==> src/srb_pkg.sv <==
// package: register map, reset values and record types for the special register bank
package srb_pkg;
  // register offsets in the direct address space
  localparam logic [7:0] ADDR_PORT0_PINS = 8'h80;
  localparam logic [7:0] ADDR_STACK_POINTER = 8'h81;
  localparam logic [7:0] ADDR_PORT0_MODE_A = 8'h84;
  localparam logic [7:0] ADDR_PORT0_MODE_B = 8'h85;
  localparam logic [7:0] ADDR_KEYPAD_MASK = 8'h86;
  localparam logic [7:0] ADDR_POWER_CONTROL = 8'h87;
  localparam logic [7:0] ADDR_TIMER_RUN_FLAGS = 8'h88;
  localparam logic [7:0] ADDR_TIMER_MODE = 8'h89;
  localparam logic [7:0] ADDR_TIMER_AUX_MODE = 8'h8f;
  localparam logic [7:0] ADDR_PORT1_PINS = 8'h90;
  localparam logic [7:0] ADDR_PORT1_MODE_A = 8'h91;
  localparam logic [7:0] ADDR_PORT1_MODE_B = 8'h92;
  localparam logic [7:0] ADDR_KEYPAD_PATTERN = 8'h93;
  localparam logic [7:0] ADDR_KEYPAD_CONTROL = 8'h94;
  localparam logic [7:0] ADDR_CLOCK_DIVIDER = 8'h95;
  localparam logic [7:0] ADDR_RC_TUNE_VALUE = 8'h96;
  localparam logic [7:0] ADDR_SERIAL_CONTROL = 8'h98;
  localparam logic [7:0] ADDR_AUX_FUNCTION = 8'ha2;
  localparam logic [7:0] ADDR_WATCHDOG_CONTROL = 8'ha7;
  localparam logic [7:0] ADDR_IRQ_ENABLE_A = 8'ha8;
  localparam logic [7:0] ADDR_COMPARATOR_ONE = 8'hac;
  localparam logic [7:0] ADDR_COMPARATOR_TWO = 8'had;
  localparam logic [7:0] ADDR_PORT3_PINS = 8'hb0;
  localparam logic [7:0] ADDR_PORT3_MODE_A = 8'hb1;
  localparam logic [7:0] ADDR_PORT3_MODE_B = 8'hb2;
  localparam logic [7:0] ADDR_POWER_CONTROL_EXT = 8'hb5;
  localparam logic [7:0] ADDR_IRQ_PRIORITY_A_HIGH = 8'hb7;
  localparam logic [7:0] ADDR_IRQ_PRIORITY_A = 8'hb8;
  localparam logic [7:0] ADDR_SERIAL_EXT_STATUS = 8'hba;
  localparam logic [7:0] ADDR_BAUD_GEN_CONTROL = 8'hbd;
  localparam logic [7:0] ADDR_BAUD_RATE_LOW = 8'hbe;
  localparam logic [7:0] ADDR_BAUD_RATE_HIGH = 8'hbf;
  localparam logic [7:0] ADDR_WATCHDOG_LOAD = 8'hc1;
  localparam logic [7:0] ADDR_PROGRAM_STATUS_WORD = 8'hd0;
  localparam logic [7:0] ADDR_RTC_CONTROL = 8'hd1;
  localparam logic [7:0] ADDR_RTC_COUNT_HIGH = 8'hd2;
  localparam logic [7:0] ADDR_RTC_COUNT_LOW = 8'hd3;
  localparam logic [7:0] ADDR_I2C_CONTROL = 8'hd8;
  localparam logic [7:0] ADDR_I2C_STATUS = 8'hd9;
  localparam logic [7:0] ADDR_I2C_OWN_ADDRESS = 8'hdb;
  localparam logic [7:0] ADDR_RESET_CAUSE = 8'hdf;
  localparam logic [7:0] ADDR_FLASH_CONTROL_STATUS = 8'he4;
  localparam logic [7:0] ADDR_FLASH_DATA = 8'he5;
  localparam logic [7:0] ADDR_FLASH_ADDR_LOW = 8'he6;
  localparam logic [7:0] ADDR_FLASH_ADDR_HIGH = 8'he7;
  localparam logic [7:0] ADDR_IRQ_ENABLE_B = 8'he8;
  localparam logic [7:0] ADDR_IRQ_PRIORITY_B_HIGH = 8'hf7;
  localparam logic [7:0] ADDR_IRQ_PRIORITY_B = 8'hf8;
  // lowest direct address that reaches the register space
  localparam logic [7:0] ADDR_SPACE_BASE = 8'h80;
  // reset values that differ from zero, and the zero default
  localparam logic [7:0] RST_STACK_POINTER = 8'h07;
  localparam logic [7:0] RST_PORT0_MODE_A = 8'hff;
  localparam logic [7:0] RST_PORT1_MODE_A = 8'hd3;
  localparam logic [7:0] RST_PORT3_MODE_A = 8'h03;
  localparam logic [7:0] RST_KEYPAD_PATTERN = 8'hff;
  localparam logic [7:0] RST_WATCHDOG_LOAD = 8'hff;
  localparam logic [7:0] RST_RTC_CONTROL = 8'h60;
  localparam logic [7:0] RST_I2C_STATUS = 8'hf8;
  localparam logic [7:0] RST_FLASH_STATUS = 8'h70;
  localparam logic [7:0] RST_WATCHDOG_CONTROL = 8'he5;
  localparam logic [7:0] RST_RESET_CAUSE_POWER = 8'h30;
  localparam logic [7:0] RST_ZERO = 8'h00;
  // read masks of writable bits (reserved and fixed bits read back as the fixed value)
  localparam logic [7:0] MASK_AUX_FUNCTION = 8'hf9;
  localparam logic [7:0] MASK_BAUD_GEN_CONTROL = 8'h03;
  localparam logic [7:0] MASK_COMPARATOR = 8'h3f;
  localparam logic [7:0] MASK_KEYPAD_CONTROL = 8'h03;
  localparam logic [7:0] MASK_TIMER_AUX_MODE = 8'h11;
  localparam logic [7:0] MASK_PORT1_MODE = 8'hdb;
  localparam logic [7:0] MASK_PORT3_MODE = 8'h03;
  localparam logic [7:0] MASK_IRQ_B = 8'h47;
  localparam logic [7:0] MASK_IRQ_PRIORITY_A = 8'h7f;
  localparam logic [7:0] MASK_POWER_CONTROL_EXT = 8'haa;
  localparam logic [7:0] MASK_I2C_CONTROL = 8'h7d;
  localparam logic [7:0] MASK_RTC_CONTROL = 8'he3;
  localparam logic [7:0] MASK_WATCHDOG_CONTROL = 8'he7;
  localparam logic [7:0] MASK_RESET_CAUSE = 8'h3f;
  localparam logic [7:0] MASK_FLASH_STATUS = 8'h8f;
  localparam logic [7:0] MASK_RC_TUNE = 8'h7f;
  // field positions
  localparam int BIT_BAUD_GEN_ENABLE = 0;
  localparam int BIT_WATCHDOG_TIMEOUT = 1;
  localparam int BIT_BROWNOUT = 5;
  localparam int BIT_POWER_ON = 4;
  localparam int BIT_CAUSE_BREAK = 3;
  localparam int BIT_CAUSE_WATCHDOG = 2;
  localparam int BIT_CAUSE_SOFTWARE = 1;
  localparam int BIT_CAUSE_EXTERNAL = 0;
  localparam int BIT_FIXED_ZERO_AUX = 2;
  // two cpu clocks per machine cycle
  localparam int CLOCKS_PER_MACHINE_CYCLE = 2;

  // one cpu access to the register space
  typedef struct packed {
    logic rd;
    logic wr;
    logic bitOp;
    logic indirect;
    logic [7:0] addr;
    logic [7:0] wdata;
  } srb_access_t;

  // reset sources seen in the latest reset
  typedef struct packed {
    logic powerOn;
    logic brownout;
    logic watchdog;
    logic software;
    logic external;
    logic breakDetect;
  } srb_reset_cause_t;
endpackage

==> src/srb_special_register_bank.sv <==
// special register bank: direct-address register map with per-source reset values
`timescale 1ns/10ps
module srb_special_register_bank
  import srb_pkg::*;
#(
  parameter logic [7:0] FACTORY_TUNE = 8'h20 // arbitrary default, factory value
)(
  input wire logic core_clk,
  input wire logic resetn,
  input wire srb_access_t access,
  input wire srb_reset_cause_t cause,
  input wire logic [7:0] flashStatus,
  output logic [7:0] rdata,
  output logic rdValid,
  output logic [7:0] flashCommand,
  output logic flashCommandStrobe,
  output logic baudWriteHazard,
  output logic machineCycleEnable,
  output logic peripheralClockEnable,
  output logic [7:0] port0ModeA,
  output logic [7:0] port1ModeA,
  output logic [7:0] port3ModeA,
  output logic [7:0] watchdogControl,
  output logic [7:0] rcTune,
  output logic [7:0] baudControl
);
  // plain storage indexed by the low seven address bits
  logic [7:0] regs_q [128];
  logic [6:0] idx;
  logic direct;
  logic wrHit;
  logic [7:0] wval;
  logic [7:0] rval;
  logic [7:0] cur;
  logic powerOnReset;
  logic [7:0] causeValue;
  logic phase_q;

  // only direct accesses into the upper half reach the bank
  assign direct = !access.indirect && (access.addr >= ADDR_SPACE_BASE);
  assign idx = access.addr[6:0];
  assign cur = regs_q[idx];
  assign wrHit = access.wr && direct;
  assign powerOnReset = cause.powerOn;

  // bit accesses: wdata[2:0] selects the bit, wdata[3] holds its value
  function automatic logic [7:0] merge(input logic [7:0] old, input logic bitOp,
                                       input logic [7:0] wd);
    logic [7:0] r;
    r = wd;
    if (bitOp) begin
      r = old;
      r[wd[2:0]] = wd[3];
    end
    return r;
  endfunction

  // is this address bit addressable (low nibble 0 or 8)
  function automatic logic bitAddressable(input logic [7:0] a);
    return a[2:0] == 3'h0;
  endfunction

  assign wval = merge(cur, access.bitOp && bitAddressable(access.addr), access.wdata);

  // read value with reserved and fixed bits forced
  function automatic logic [7:0] readMask(input logic [7:0] a, input logic [7:0] v);
    logic [7:0] m;
    m = v;
    if (a == ADDR_AUX_FUNCTION) begin
      m = v & MASK_AUX_FUNCTION;
    end else if (a == ADDR_BAUD_GEN_CONTROL) begin
      m = v & MASK_BAUD_GEN_CONTROL;
    end else if (a == ADDR_COMPARATOR_ONE || a == ADDR_COMPARATOR_TWO) begin
      m = v & MASK_COMPARATOR;
    end else if (a == ADDR_KEYPAD_CONTROL) begin
      m = v & MASK_KEYPAD_CONTROL;
    end else if (a == ADDR_TIMER_AUX_MODE) begin
      m = v & MASK_TIMER_AUX_MODE;
    end else if (a == ADDR_PORT1_MODE_A || a == ADDR_PORT1_MODE_B) begin
      m = v & MASK_PORT1_MODE;
    end else if (a == ADDR_PORT3_MODE_A || a == ADDR_PORT3_MODE_B) begin
      m = v & MASK_PORT3_MODE;
    end else if (a == ADDR_IRQ_ENABLE_B || a == ADDR_IRQ_PRIORITY_B ||
                 a == ADDR_IRQ_PRIORITY_B_HIGH) begin
      m = v & MASK_IRQ_B;
    end else if (a == ADDR_IRQ_PRIORITY_A || a == ADDR_IRQ_PRIORITY_A_HIGH) begin
      m = v & MASK_IRQ_PRIORITY_A;
    end else if (a == ADDR_POWER_CONTROL_EXT) begin
      m = v & MASK_POWER_CONTROL_EXT;
    end else if (a == ADDR_I2C_CONTROL) begin
      m = v & MASK_I2C_CONTROL;
    end else if (a == ADDR_I2C_STATUS) begin
      m = v & RST_I2C_STATUS; // low three bits fixed zero
    end else if (a == ADDR_RTC_CONTROL) begin
      m = v & MASK_RTC_CONTROL;
    end else if (a == ADDR_WATCHDOG_CONTROL) begin
      m = v & MASK_WATCHDOG_CONTROL;
    end else if (a == ADDR_RESET_CAUSE) begin
      m = v & MASK_RESET_CAUSE;
    end else if (a == ADDR_RC_TUNE_VALUE) begin
      m = v & MASK_RC_TUNE;
    end
    return m;
  endfunction

  // reset cause value built from the sources of the latest reset
  always_comb begin
    causeValue = RST_ZERO;
    causeValue[BIT_POWER_ON] = cause.powerOn;
    causeValue[BIT_BROWNOUT] = cause.brownout | cause.powerOn;
    causeValue[BIT_CAUSE_WATCHDOG] = cause.watchdog;
    causeValue[BIT_CAUSE_SOFTWARE] = cause.software;
    causeValue[BIT_CAUSE_EXTERNAL] = cause.external;
    causeValue[BIT_CAUSE_BREAK] = cause.breakDetect;
  end

  // read path: flash location returns live status, others storage
  always_comb begin
    rval = RST_ZERO;
    if (!direct) begin
      rval = RST_ZERO; // outside the bank reads zero
    end else if (access.addr == ADDR_FLASH_CONTROL_STATUS) begin
      rval = (regs_q[idx] | flashStatus) & MASK_FLASH_STATUS;
      rval = rval | RST_FLASH_STATUS;
    end else begin
      rval = readMask(access.addr, cur);
    end
  end

  // read data registered, answered one cycle after the request
  always_ff @(posedge core_clk or negedge resetn) begin
    if (!resetn) begin
      rdata <= RST_ZERO;
      rdValid <= 1'b0;
    end else begin
      rdValid <= access.rd && direct;
      if (access.rd && direct) begin
        rdata <= rval;
      end
    end
  end

  // register storage has no asynchronous reset; reset holds loadReset_q, and the
  // per-source reset values are loaded at every edge while reset is held and at the first edge
  // after release, through the cause inputs, which hold while the reset is pending
  logic loadReset_q;
  always_ff @(posedge core_clk or negedge resetn) begin
    if (!resetn) begin
      loadReset_q <= 1'b1;
    end else begin
      loadReset_q <= 1'b0;
    end
  end

  always_ff @(posedge core_clk) begin
    if (loadReset_q) begin
      for (int i = 0; i < 128; i++) begin
        // power-on-only registers keep their contents on other resets
        if (!(8'(i + 128) inside {ADDR_RTC_CONTROL, ADDR_RTC_COUNT_HIGH, ADDR_RTC_COUNT_LOW,
                             ADDR_RC_TUNE_VALUE, ADDR_WATCHDOG_CONTROL}) || powerOnReset) begin
          regs_q[i] <= RST_ZERO;
        end
      end
      regs_q[ADDR_STACK_POINTER[6:0]] <= RST_STACK_POINTER;
      regs_q[ADDR_PORT0_MODE_A[6:0]] <= RST_PORT0_MODE_A;
      regs_q[ADDR_PORT1_MODE_A[6:0]] <= RST_PORT1_MODE_A;
      regs_q[ADDR_PORT3_MODE_A[6:0]] <= RST_PORT3_MODE_A;
      regs_q[ADDR_KEYPAD_PATTERN[6:0]] <= RST_KEYPAD_PATTERN;
      regs_q[ADDR_WATCHDOG_LOAD[6:0]] <= RST_WATCHDOG_LOAD;
      regs_q[ADDR_I2C_STATUS[6:0]] <= RST_I2C_STATUS;
      regs_q[ADDR_RESET_CAUSE[6:0]] <= causeValue;
      if (powerOnReset) begin
        regs_q[ADDR_RTC_CONTROL[6:0]] <= RST_RTC_CONTROL;
        regs_q[ADDR_RC_TUNE_VALUE[6:0]] <= FACTORY_TUNE & MASK_RC_TUNE;
        regs_q[ADDR_WATCHDOG_CONTROL[6:0]] <= RST_WATCHDOG_CONTROL;
      end else if (cause.watchdog) begin
        // other resets keep watchdog control, only the timeout flag moves
        regs_q[ADDR_WATCHDOG_CONTROL[6:0]][BIT_WATCHDOG_TIMEOUT] <= 1'b1;
      end
    end else if (wrHit && access.addr != ADDR_I2C_STATUS) begin
      if (access.addr == ADDR_FLASH_CONTROL_STATUS) begin
        // writes here are commands, the status byte is not overwritten
        regs_q[idx] <= regs_q[idx];
      end else begin
        regs_q[idx] <= wval;
      end
    end
  end

  // flash command strobe: one cycle pulse with registered command byte
  always_ff @(posedge core_clk or negedge resetn) begin
    if (!resetn) begin
      flashCommand <= RST_ZERO;
      flashCommandStrobe <= 1'b0;
    end else begin
      flashCommandStrobe <= wrHit && access.addr == ADDR_FLASH_CONTROL_STATUS;
      if (wrHit && access.addr == ADDR_FLASH_CONTROL_STATUS) begin
        flashCommand <= access.wdata;
      end
    end
  end

  // flags a divisor write made while the generator runs; result is undefined
  always_ff @(posedge core_clk or negedge resetn) begin
    if (!resetn) begin
      baudWriteHazard <= 1'b0;
    end else begin
      baudWriteHazard <= wrHit &&
        (access.addr == ADDR_BAUD_RATE_LOW || access.addr == ADDR_BAUD_RATE_HIGH) &&
        regs_q[ADDR_BAUD_GEN_CONTROL[6:0]][BIT_BAUD_GEN_ENABLE];
    end
  end

  // two cpu clocks per machine cycle; peripheral clock is the same half rate
  always_ff @(posedge core_clk or negedge resetn) begin
    if (!resetn) begin
      phase_q <= 1'b0;
    end else begin
      phase_q <= !phase_q;
    end
  end
  assign machineCycleEnable = phase_q;
  assign peripheralClockEnable = phase_q;

  // register contents steering the device
  assign port0ModeA = regs_q[ADDR_PORT0_MODE_A[6:0]];
  assign port1ModeA = regs_q[ADDR_PORT1_MODE_A[6:0]] & MASK_PORT1_MODE;
  assign port3ModeA = regs_q[ADDR_PORT3_MODE_A[6:0]] & MASK_PORT3_MODE;
  assign watchdogControl = regs_q[ADDR_WATCHDOG_CONTROL[6:0]] & MASK_WATCHDOG_CONTROL;
  assign rcTune = regs_q[ADDR_RC_TUNE_VALUE[6:0]] & MASK_RC_TUNE;
  assign baudControl = regs_q[ADDR_BAUD_GEN_CONTROL[6:0]] & MASK_BAUD_GEN_CONTROL;

  // assertions; all are off while reset is held
  // fixed-zero aux bit, checked on the read data the cpu really sees
  fixed_zero_a: assert property (@(posedge core_clk) disable iff (!resetn)
    (access.rd && direct && access.addr == ADDR_AUX_FUNCTION)
    |=> !rdata[BIT_FIXED_ZERO_AUX])
    else $error("fixed zero bit read as one");

  // every direct read is answered on the next edge
  read_latency_a: assert property (@(posedge core_clk) disable iff (!resetn)
    (access.rd && direct) |=> rdValid)
    else $error("read not answered next cycle");

  // indirect reads belong to data memory, the bank stays silent
  indirect_read_a: assert property (@(posedge core_clk) disable iff (!resetn)
    (access.rd && access.indirect) |=> !rdValid)
    else $error("indirect access answered by bank");

  // a write to the flash location becomes a command pulse
  flash_cmd_a: assert property (@(posedge core_clk) disable iff (!resetn)
    (wrHit && access.addr == ADDR_FLASH_CONTROL_STATUS)
    |=> flashCommandStrobe && flashCommand == $past(access.wdata))
    else $error("flash command not delivered");

  // fixed-one status bits survive whatever the flash reports
  flash_read_a: assert property (@(posedge core_clk) disable iff (!resetn)
    (access.rd && direct && access.addr == ADDR_FLASH_CONTROL_STATUS)
    |=> (rdata & RST_FLASH_STATUS) == RST_FLASH_STATUS)
    else $error("flash status fixed ones missing");

  // power-on leaves the watchdog running with the longest prescale
  wd_power_on_a: assert property (@(posedge core_clk) disable iff (!resetn)
    (loadReset_q && powerOnReset) |=> watchdogControl == RST_WATCHDOG_CONTROL)
    else $error("watchdog control wrong after power on");

  // software learns of a watchdog reset through the timeout flag
  wd_timeout_a: assert property (@(posedge core_clk) disable iff (!resetn)
    (loadReset_q && !powerOnReset && cause.watchdog)
    |=> watchdogControl[BIT_WATCHDOG_TIMEOUT])
    else $error("timeout flag not set by watchdog reset");

  // a warm reset must not retune the oscillator under the cpu
  tune_keep_a: assert property (@(posedge core_clk) disable iff (!resetn)
    (loadReset_q && !powerOnReset) |=> $stable(rcTune))
    else $error("tune value changed by non power-on reset");

  // clean power-up shows only the power-on and brownout flags
  cause_power_a: assert property (@(posedge core_clk) disable iff (!resetn)
    (loadReset_q && powerOnReset && !cause.watchdog && !cause.software &&
     !cause.external && !cause.breakDetect)
    |=> regs_q[ADDR_RESET_CAUSE[6:0]] == RST_RESET_CAUSE_POWER)
    else $error("reset cause wrong after power up");

  // ports come out of every reset as inputs, nothing driven
  port_mode_a: assert property (@(posedge core_clk) disable iff (!resetn)
    loadReset_q |=> port0ModeA == RST_PORT0_MODE_A && port1ModeA == RST_PORT1_MODE_A)
    else $error("port mode not input-only after reset");

  // peripheral enable high one cpu clock in two
  half_rate_a: assert property (@(posedge core_clk) disable iff (!resetn)
    peripheralClockEnable |=> !peripheralClockEnable ##1 peripheralClockEnable)
    else $error("peripheral enable not at half rate");

  // low divisor byte write while the generator runs must be flagged
  baud_hazard_a: assert property (@(posedge core_clk) disable iff (!resetn)
    (wrHit && access.addr == ADDR_BAUD_RATE_LOW && baudControl[BIT_BAUD_GEN_ENABLE])
    |=> baudWriteHazard)
    else $error("divisor write while enabled not flagged");

  // power-on loads the rtc block to its reset values
  rtc_power_on_a: assert property (@(posedge core_clk) disable iff (!resetn)
    (loadReset_q && powerOnReset)
    |=> regs_q[ADDR_RTC_CONTROL[6:0]] == RST_RTC_CONTROL &&
        regs_q[ADDR_RTC_COUNT_HIGH[6:0]] == RST_ZERO &&
        regs_q[ADDR_RTC_COUNT_LOW[6:0]] == RST_ZERO)
    else $error("rtc registers wrong after power on");

  // warm resets must not disturb a running rtc, it keeps time across them
  rtc_keep_a: assert property (@(posedge core_clk) disable iff (!resetn)
    (loadReset_q && !powerOnReset)
    |=> $stable(regs_q[ADDR_RTC_CONTROL[6:0]]) &&
        $stable(regs_q[ADDR_RTC_COUNT_HIGH[6:0]]) &&
        $stable(regs_q[ADDR_RTC_COUNT_LOW[6:0]]))
    else $error("rtc registers changed by warm reset");

  // tune value comes from the factory parameter on power-on
  tune_power_on_a: assert property (@(posedge core_clk) disable iff (!resetn)
    (loadReset_q && powerOnReset) |=> rcTune == (FACTORY_TUNE & MASK_RC_TUNE))
    else $error("tune value not loaded on power on");

  // resets other than watchdog and power-on leave watchdog control alone
  wd_keep_a: assert property (@(posedge core_clk) disable iff (!resetn)
    (loadReset_q && !powerOnReset && !cause.watchdog)
    |=> $stable(watchdogControl))
    else $error("watchdog control changed by other reset");

  // a watchdog reset is recorded in the cause register
  cause_watchdog_a: assert property (@(posedge core_clk) disable iff (!resetn)
    (loadReset_q && cause.watchdog)
    |=> regs_q[ADDR_RESET_CAUSE[6:0]][BIT_CAUSE_WATCHDOG])
    else $error("watchdog reset not recorded");

  // port 3 also comes out of reset input-only
  port3_mode_a: assert property (@(posedge core_clk) disable iff (!resetn)
    loadReset_q |=> port3ModeA == RST_PORT3_MODE_A)
    else $error("port 3 mode not input-only after reset");

  // machine cycle enable never high two cpu clocks in a row
  machine_cycle_a: assert property (@(posedge core_clk) disable iff (!resetn)
    machineCycleEnable |=> !machineCycleEnable)
    else $error("machine cycle enable held high");

  // status register is read-only, a write leaves it untouched
  status_readonly_a: assert property (@(posedge core_clk) disable iff (!resetn)
    (wrHit && !loadReset_q && access.addr == ADDR_I2C_STATUS)
    |=> $stable(regs_q[ADDR_I2C_STATUS[6:0]]))
    else $error("read-only status overwritten");

  // single-bit write sets the addressed bit to the given value
  bit_write_a: assert property (@(posedge core_clk) disable iff (!resetn)
    (wrHit && !loadReset_q && access.bitOp && access.addr == ADDR_TIMER_RUN_FLAGS)
    |=> regs_q[ADDR_TIMER_RUN_FLAGS[6:0]][$past(access.wdata[2:0])] ==
        $past(access.wdata[3]))
    else $error("single-bit write lost");
endmodule

==> config.mk <==
export PLATFORM = sky130hd
export DESIGN_NAME = srb_special_register_bank
export DESIGN_NICKNAME = d
export VERILOG_FILES = /design/src/srb_pkg.sv /design/src/srb_special_register_bank.sv
export SDC_FILE = /design/constraint.sdc
export NUM_CORES = 2
export LEC_CHECK = 0
export BUFFER_PORTS_ARGS = -buffer_cell sky130_fd_sc_hd__clkbuf_2
export CORE_ASPECT_RATIO = 0.5
export CORE_UTILIZATION = 45
export CTS_CLUSTER_DIAMETER = 150
export DETAILED_ROUTE_END_ITERATION = 6
export GPL_ROUTABILITY_DRIVEN = 0
export PLACE_DENSITY_LB_ADDON = 0.15
export SLEW_MARGIN = 20
export SYNTH_ARGS = -nofsm -noshare
export SYNTH_HDL_FRONTEND = slang
export SYNTH_SLANG_ARGS = --single-unit
==> constraint.sdc <==
create_clock -name core_clk -period 2.65 [get_ports core_clk]
set_clock_uncertainty 0.1 [all_clocks]
set_input_delay 0 -clock core_clk [delete_from_list [all_inputs] [get_ports core_clk]]
set_output_delay 0 -clock core_clk [all_outputs]
set_load 0.01 [all_outputs]
==> flow_metrics.tcl <==
set metrics [dict create \
    final-max-slew-violation-count 0 \
    critPathSlowestCell "mux4_2" \
    cp_common_cell "buf_12" \
    drt_iter0_markers 5145 \
    io_buffers 84 \
    rsz0062_at_grt "true" \
    fmax_mhz 313 \
    worst_ep_arrival_time_ps 3560 \
    layout-drive-gt1-share_pct 36.8 \
    synthFlopType "edfxtp_1" \
    firstDrtPassIters 7 \
    drt-vias-per-instance 6.04 \
    synth_edf_count 985 \
    dp_slack_ps -955 \
    pin_count 105 \
    startpoint_type "register" \
    clkSinkCount 1045 \
    path_clk_slew_ps 70 \
    postRouteAntennaNets 0 \
    ys_seq_elements 1045 \
    syn_area_um2 47300 \
    crit_chain "mux4_2 > o2111ai_1 > nand4_1 > o32ai_4 > o21a_4 > buf_12 > buf_12 > buf_16 > nor2_1" \
    cts_buffers 95 \
    cts_tree "built" \
    fp.dieH_um 231 \
    crit_fanout 9 \
    drc 20 \
    drt_wl_total_mm 170 \
    antenna_found_initial 5 \
    place_hpwl_mm 114 \
    cp.required_ps 3020 \
    die_w_um 460 \
    async_flop_share_pct 2.01 \
    fp-row-count 83 \
    fin_area_um2 61000 \
    p_total_mw 35.0 \
    whs_ps 28.2 \
    vias 33900 \
    placed_area_um2 54700 \
    hold_viol_final 0 \
    hp-class "primary input to register" \
    grt_usage_pct 31.4 \
    layout_min_cycle_time_ps 3190 \
    areaGrowthSynthToFinish_pct 29.1 \
    cts_buffer_depth 3 \
    dp_cells 5326 \
    synth_cell_types 79 \
    grt_overflow 0 \
    layout_setup_ws_ps -544 \
    setup.worst_path.class "register to register" \
    max_stage_delay_ps 490 \
    cp-end-kind "register" \
    worst_skew_pair.late_latency_ps 730 \
    max_slew.worst_pin.slew_ps 984 \
    peakVddDrop_uv 491 \
    clock-root-buffer "clkbuf_16" \
    initial_core_util_pct 45.7 \
    syn_inst 3427 \
    p_leak_nw 25.7 \
    wl_per_cell_um 30.4 \
    status "complete, but fails checks" \
    slew_headroom_pct 34.2 \
    maxCapViolCount 0 \
    nets 4160 \
    ys_warn_count 0 \
    die_area_um2 106000 \
    grt_pass1_vias 32300 \
    power_density_nw_per_um2 574 \
    final-instance-count-excl-fill 5608 \
    core_um2 103000 \
    fill_cells 8062 \
    post-route-period-util_pct 121 \
    violations "DRC, setup timing" \
    grt_pass1_wl_mm 235 \
    htree_levels 3 \
    ys_seq_area_share_pct 65.3 \
    grt_max_degree 113 \
    setup_viol 482 \
    syn_area_per_cell_um2 13.8 \
]
==> registers in the layout, summed over array words and instances, names as in the netlist <==
| signal | flops |
|---|---|
| baudWriteHazard | 1 |
| flashCommand | 8 |
| flashCommandStrobe | 1 |
| loadReset_q | 1 |
| machineCycleEnable | 1 |
| rdValid | 1 |
| rdata | 8 |
| regs_q | 1024 |
==> synth_stat cells (all sizes together), types with 3 or more instances <==
library cell / n / area [µm²]
nor3: 12 / 70.1
nand2b: 131 / 820
a31oi: 7 / 43.8
inv: 7 / 26.3
nand3b: 7 / 52.6
nor4: 10 / 75.1
nor2: 1032 / 3950
buf: 203 / 1380
dfrtp: 20 / 500
a211o: 11 / 96.3
a32oi: 4 / 35.0
nand4: 6 / 37.5
o22ai: 7 / 43.8
nand2: 193 / 724
o21a: 3 / 22.5
nor2b: 16 / 100
or2: 4 / 25.0
or3: 4 / 25.0
edfxtp: 985 / 29600
clkbuf: 99 / 372
a21boi: 7 / 63.8
a221oi: 3 / 26.3
o211ai: 5 / 37.5
o221ai: 3 / 26.3
a22oi: 46 / 350
a211oi: 21 / 158
a21oi: 47 / 235
o311ai: 3 / 26.3
and2: 12 / 75.1
mux4: 246 / 5540
o31ai: 5 / 37.5
mux2: 19 / 214
dfxtp: 39 / 781
nand3: 20 / 100
a21o: 3 / 22.5
mux2i: 97 / 971
and3: 8 / 50.1
o21ai: 45 / 225
or4: 3 / 22.5
==> repair_timing <==
action	4_1_cts	5_1_grt
endpoints found under the setup margin	482	511
pin swaps	113	65
endpoints found under the hold margin	68	0
cloned	22	15
hold buffers	33	0
buffers inserted	36	15
gates resized for setup	174	255
==> power by group <==
part	total, mW	leakage, nW	switching [mW]	internal (mW)
registers	18.1	12.3	0.0291	18.0
logic	2.68	11.8	1.59	1.08
clock network	14.3	1.55	6.44	7.84
total	35.0	25.7	8.06	27.0
==> cell type report <==
| cell class | count | area (µm²) | share of cell area (%) |
|---|---|---|---|
| flip-flops and latches | 1045 | 30900 | 50.6 |
| multi-input cells | 2097 | 16300 | 26.7 |
| repair buffers | 878 | 8950 | 14.7 |
| clock buffers | 118 | 2600 | 4.25 |
| well taps | 1402 | 1750 | 2.87 |
| clock inverters | 60 | 536 | 0.877 |
| inverters | 7 | 28.8 | 0.0471 |
| diodes | 1 | 2.50 | 0.00410 |
==> routing by layer <==
metal  up-vias  share of wire, %  track usage (%)
li1      14000                 -                -
met1     17400                40             45.8
met2      2156                44             46.0
met3       312                13             8.99
met4         6               2.8             8.80
met5         -             0.027                0
==> cells by family (layout without fill, tap and decap cells) <==
group	after synthesis	count (layout)	synth area share [%]
mux	362	362	14.2
xor+xnor	2	2	0.0371
flops	1045	1045	65.3
buf+inv	309	1063	3.75
simple gates	1465	1465	13.1
other cells	2	27	0.0159
compound gates	242	242	3.52
==> critical path, delay by kind of cell (launching register included) <==
family / cells / cell delay (ps)
simple gates: 2 / 390
compound gates: 3 / 1060
flops: 1 / 370
mux: 1 / 490
buf+inv: 3 / 500
==> worst paths after layout <==
check / start / to / slack, ps / cells past startpoint
min reg2reg: regs_q[39][3] / regs_q[39][3] / 360 / 2
min: access[5] / flashCommand[5] / 30 / 3
max: regs_q[32][3] / regs_q[20][3] / -540 / 9
max reg2reg: regs_q[32][3] / regs_q[20][3] / -540 / 9
max in group asynchronous: resetn / flashCommand[4] / 810 / 4
min in group asynchronous: resetn / loadReset_q / 230 / 3
==> layout by cell type, fill, tap and decap left out, types with 10 or more instances in the layout <==
master,count
edfxtp_1,985
nor2_1,847
buf_4,575
mux4_2,246
nand2_1,187
nor2_4,139
buf_12,136
clkbuf_16,112
nand2b_1,96
mux2i_1,96
clkbuf_2,81
nor2_2,46
a22oi_1,40
dfxtp_1,39
a21oi_1,37
o21ai_0,34
nand2b_2,34
dlygate4sd3_1,33
conb_1,26
clkinv_2,24
buf_16,22
dfrtp_1,20
mux2_2,19
clkinv_1,19
nand3_1,18
a211oi_1,16
nor2b_1,14
clkbuf_1,13
a211o_1,11
and2_1,10
nor3_1,10
==> metrics by stage <==
stage / util (%) / TNS (ps)
final: 59.1 / -184080
after global routing: 59.1 / -180960
after CTS: 57.9 / -140010
after detailed placement: 52.9 / -874260
after global placement: 52.9 / -888900
after floorplan: - / -303
No activity file was read; power rests on OpenSTA's default activity.
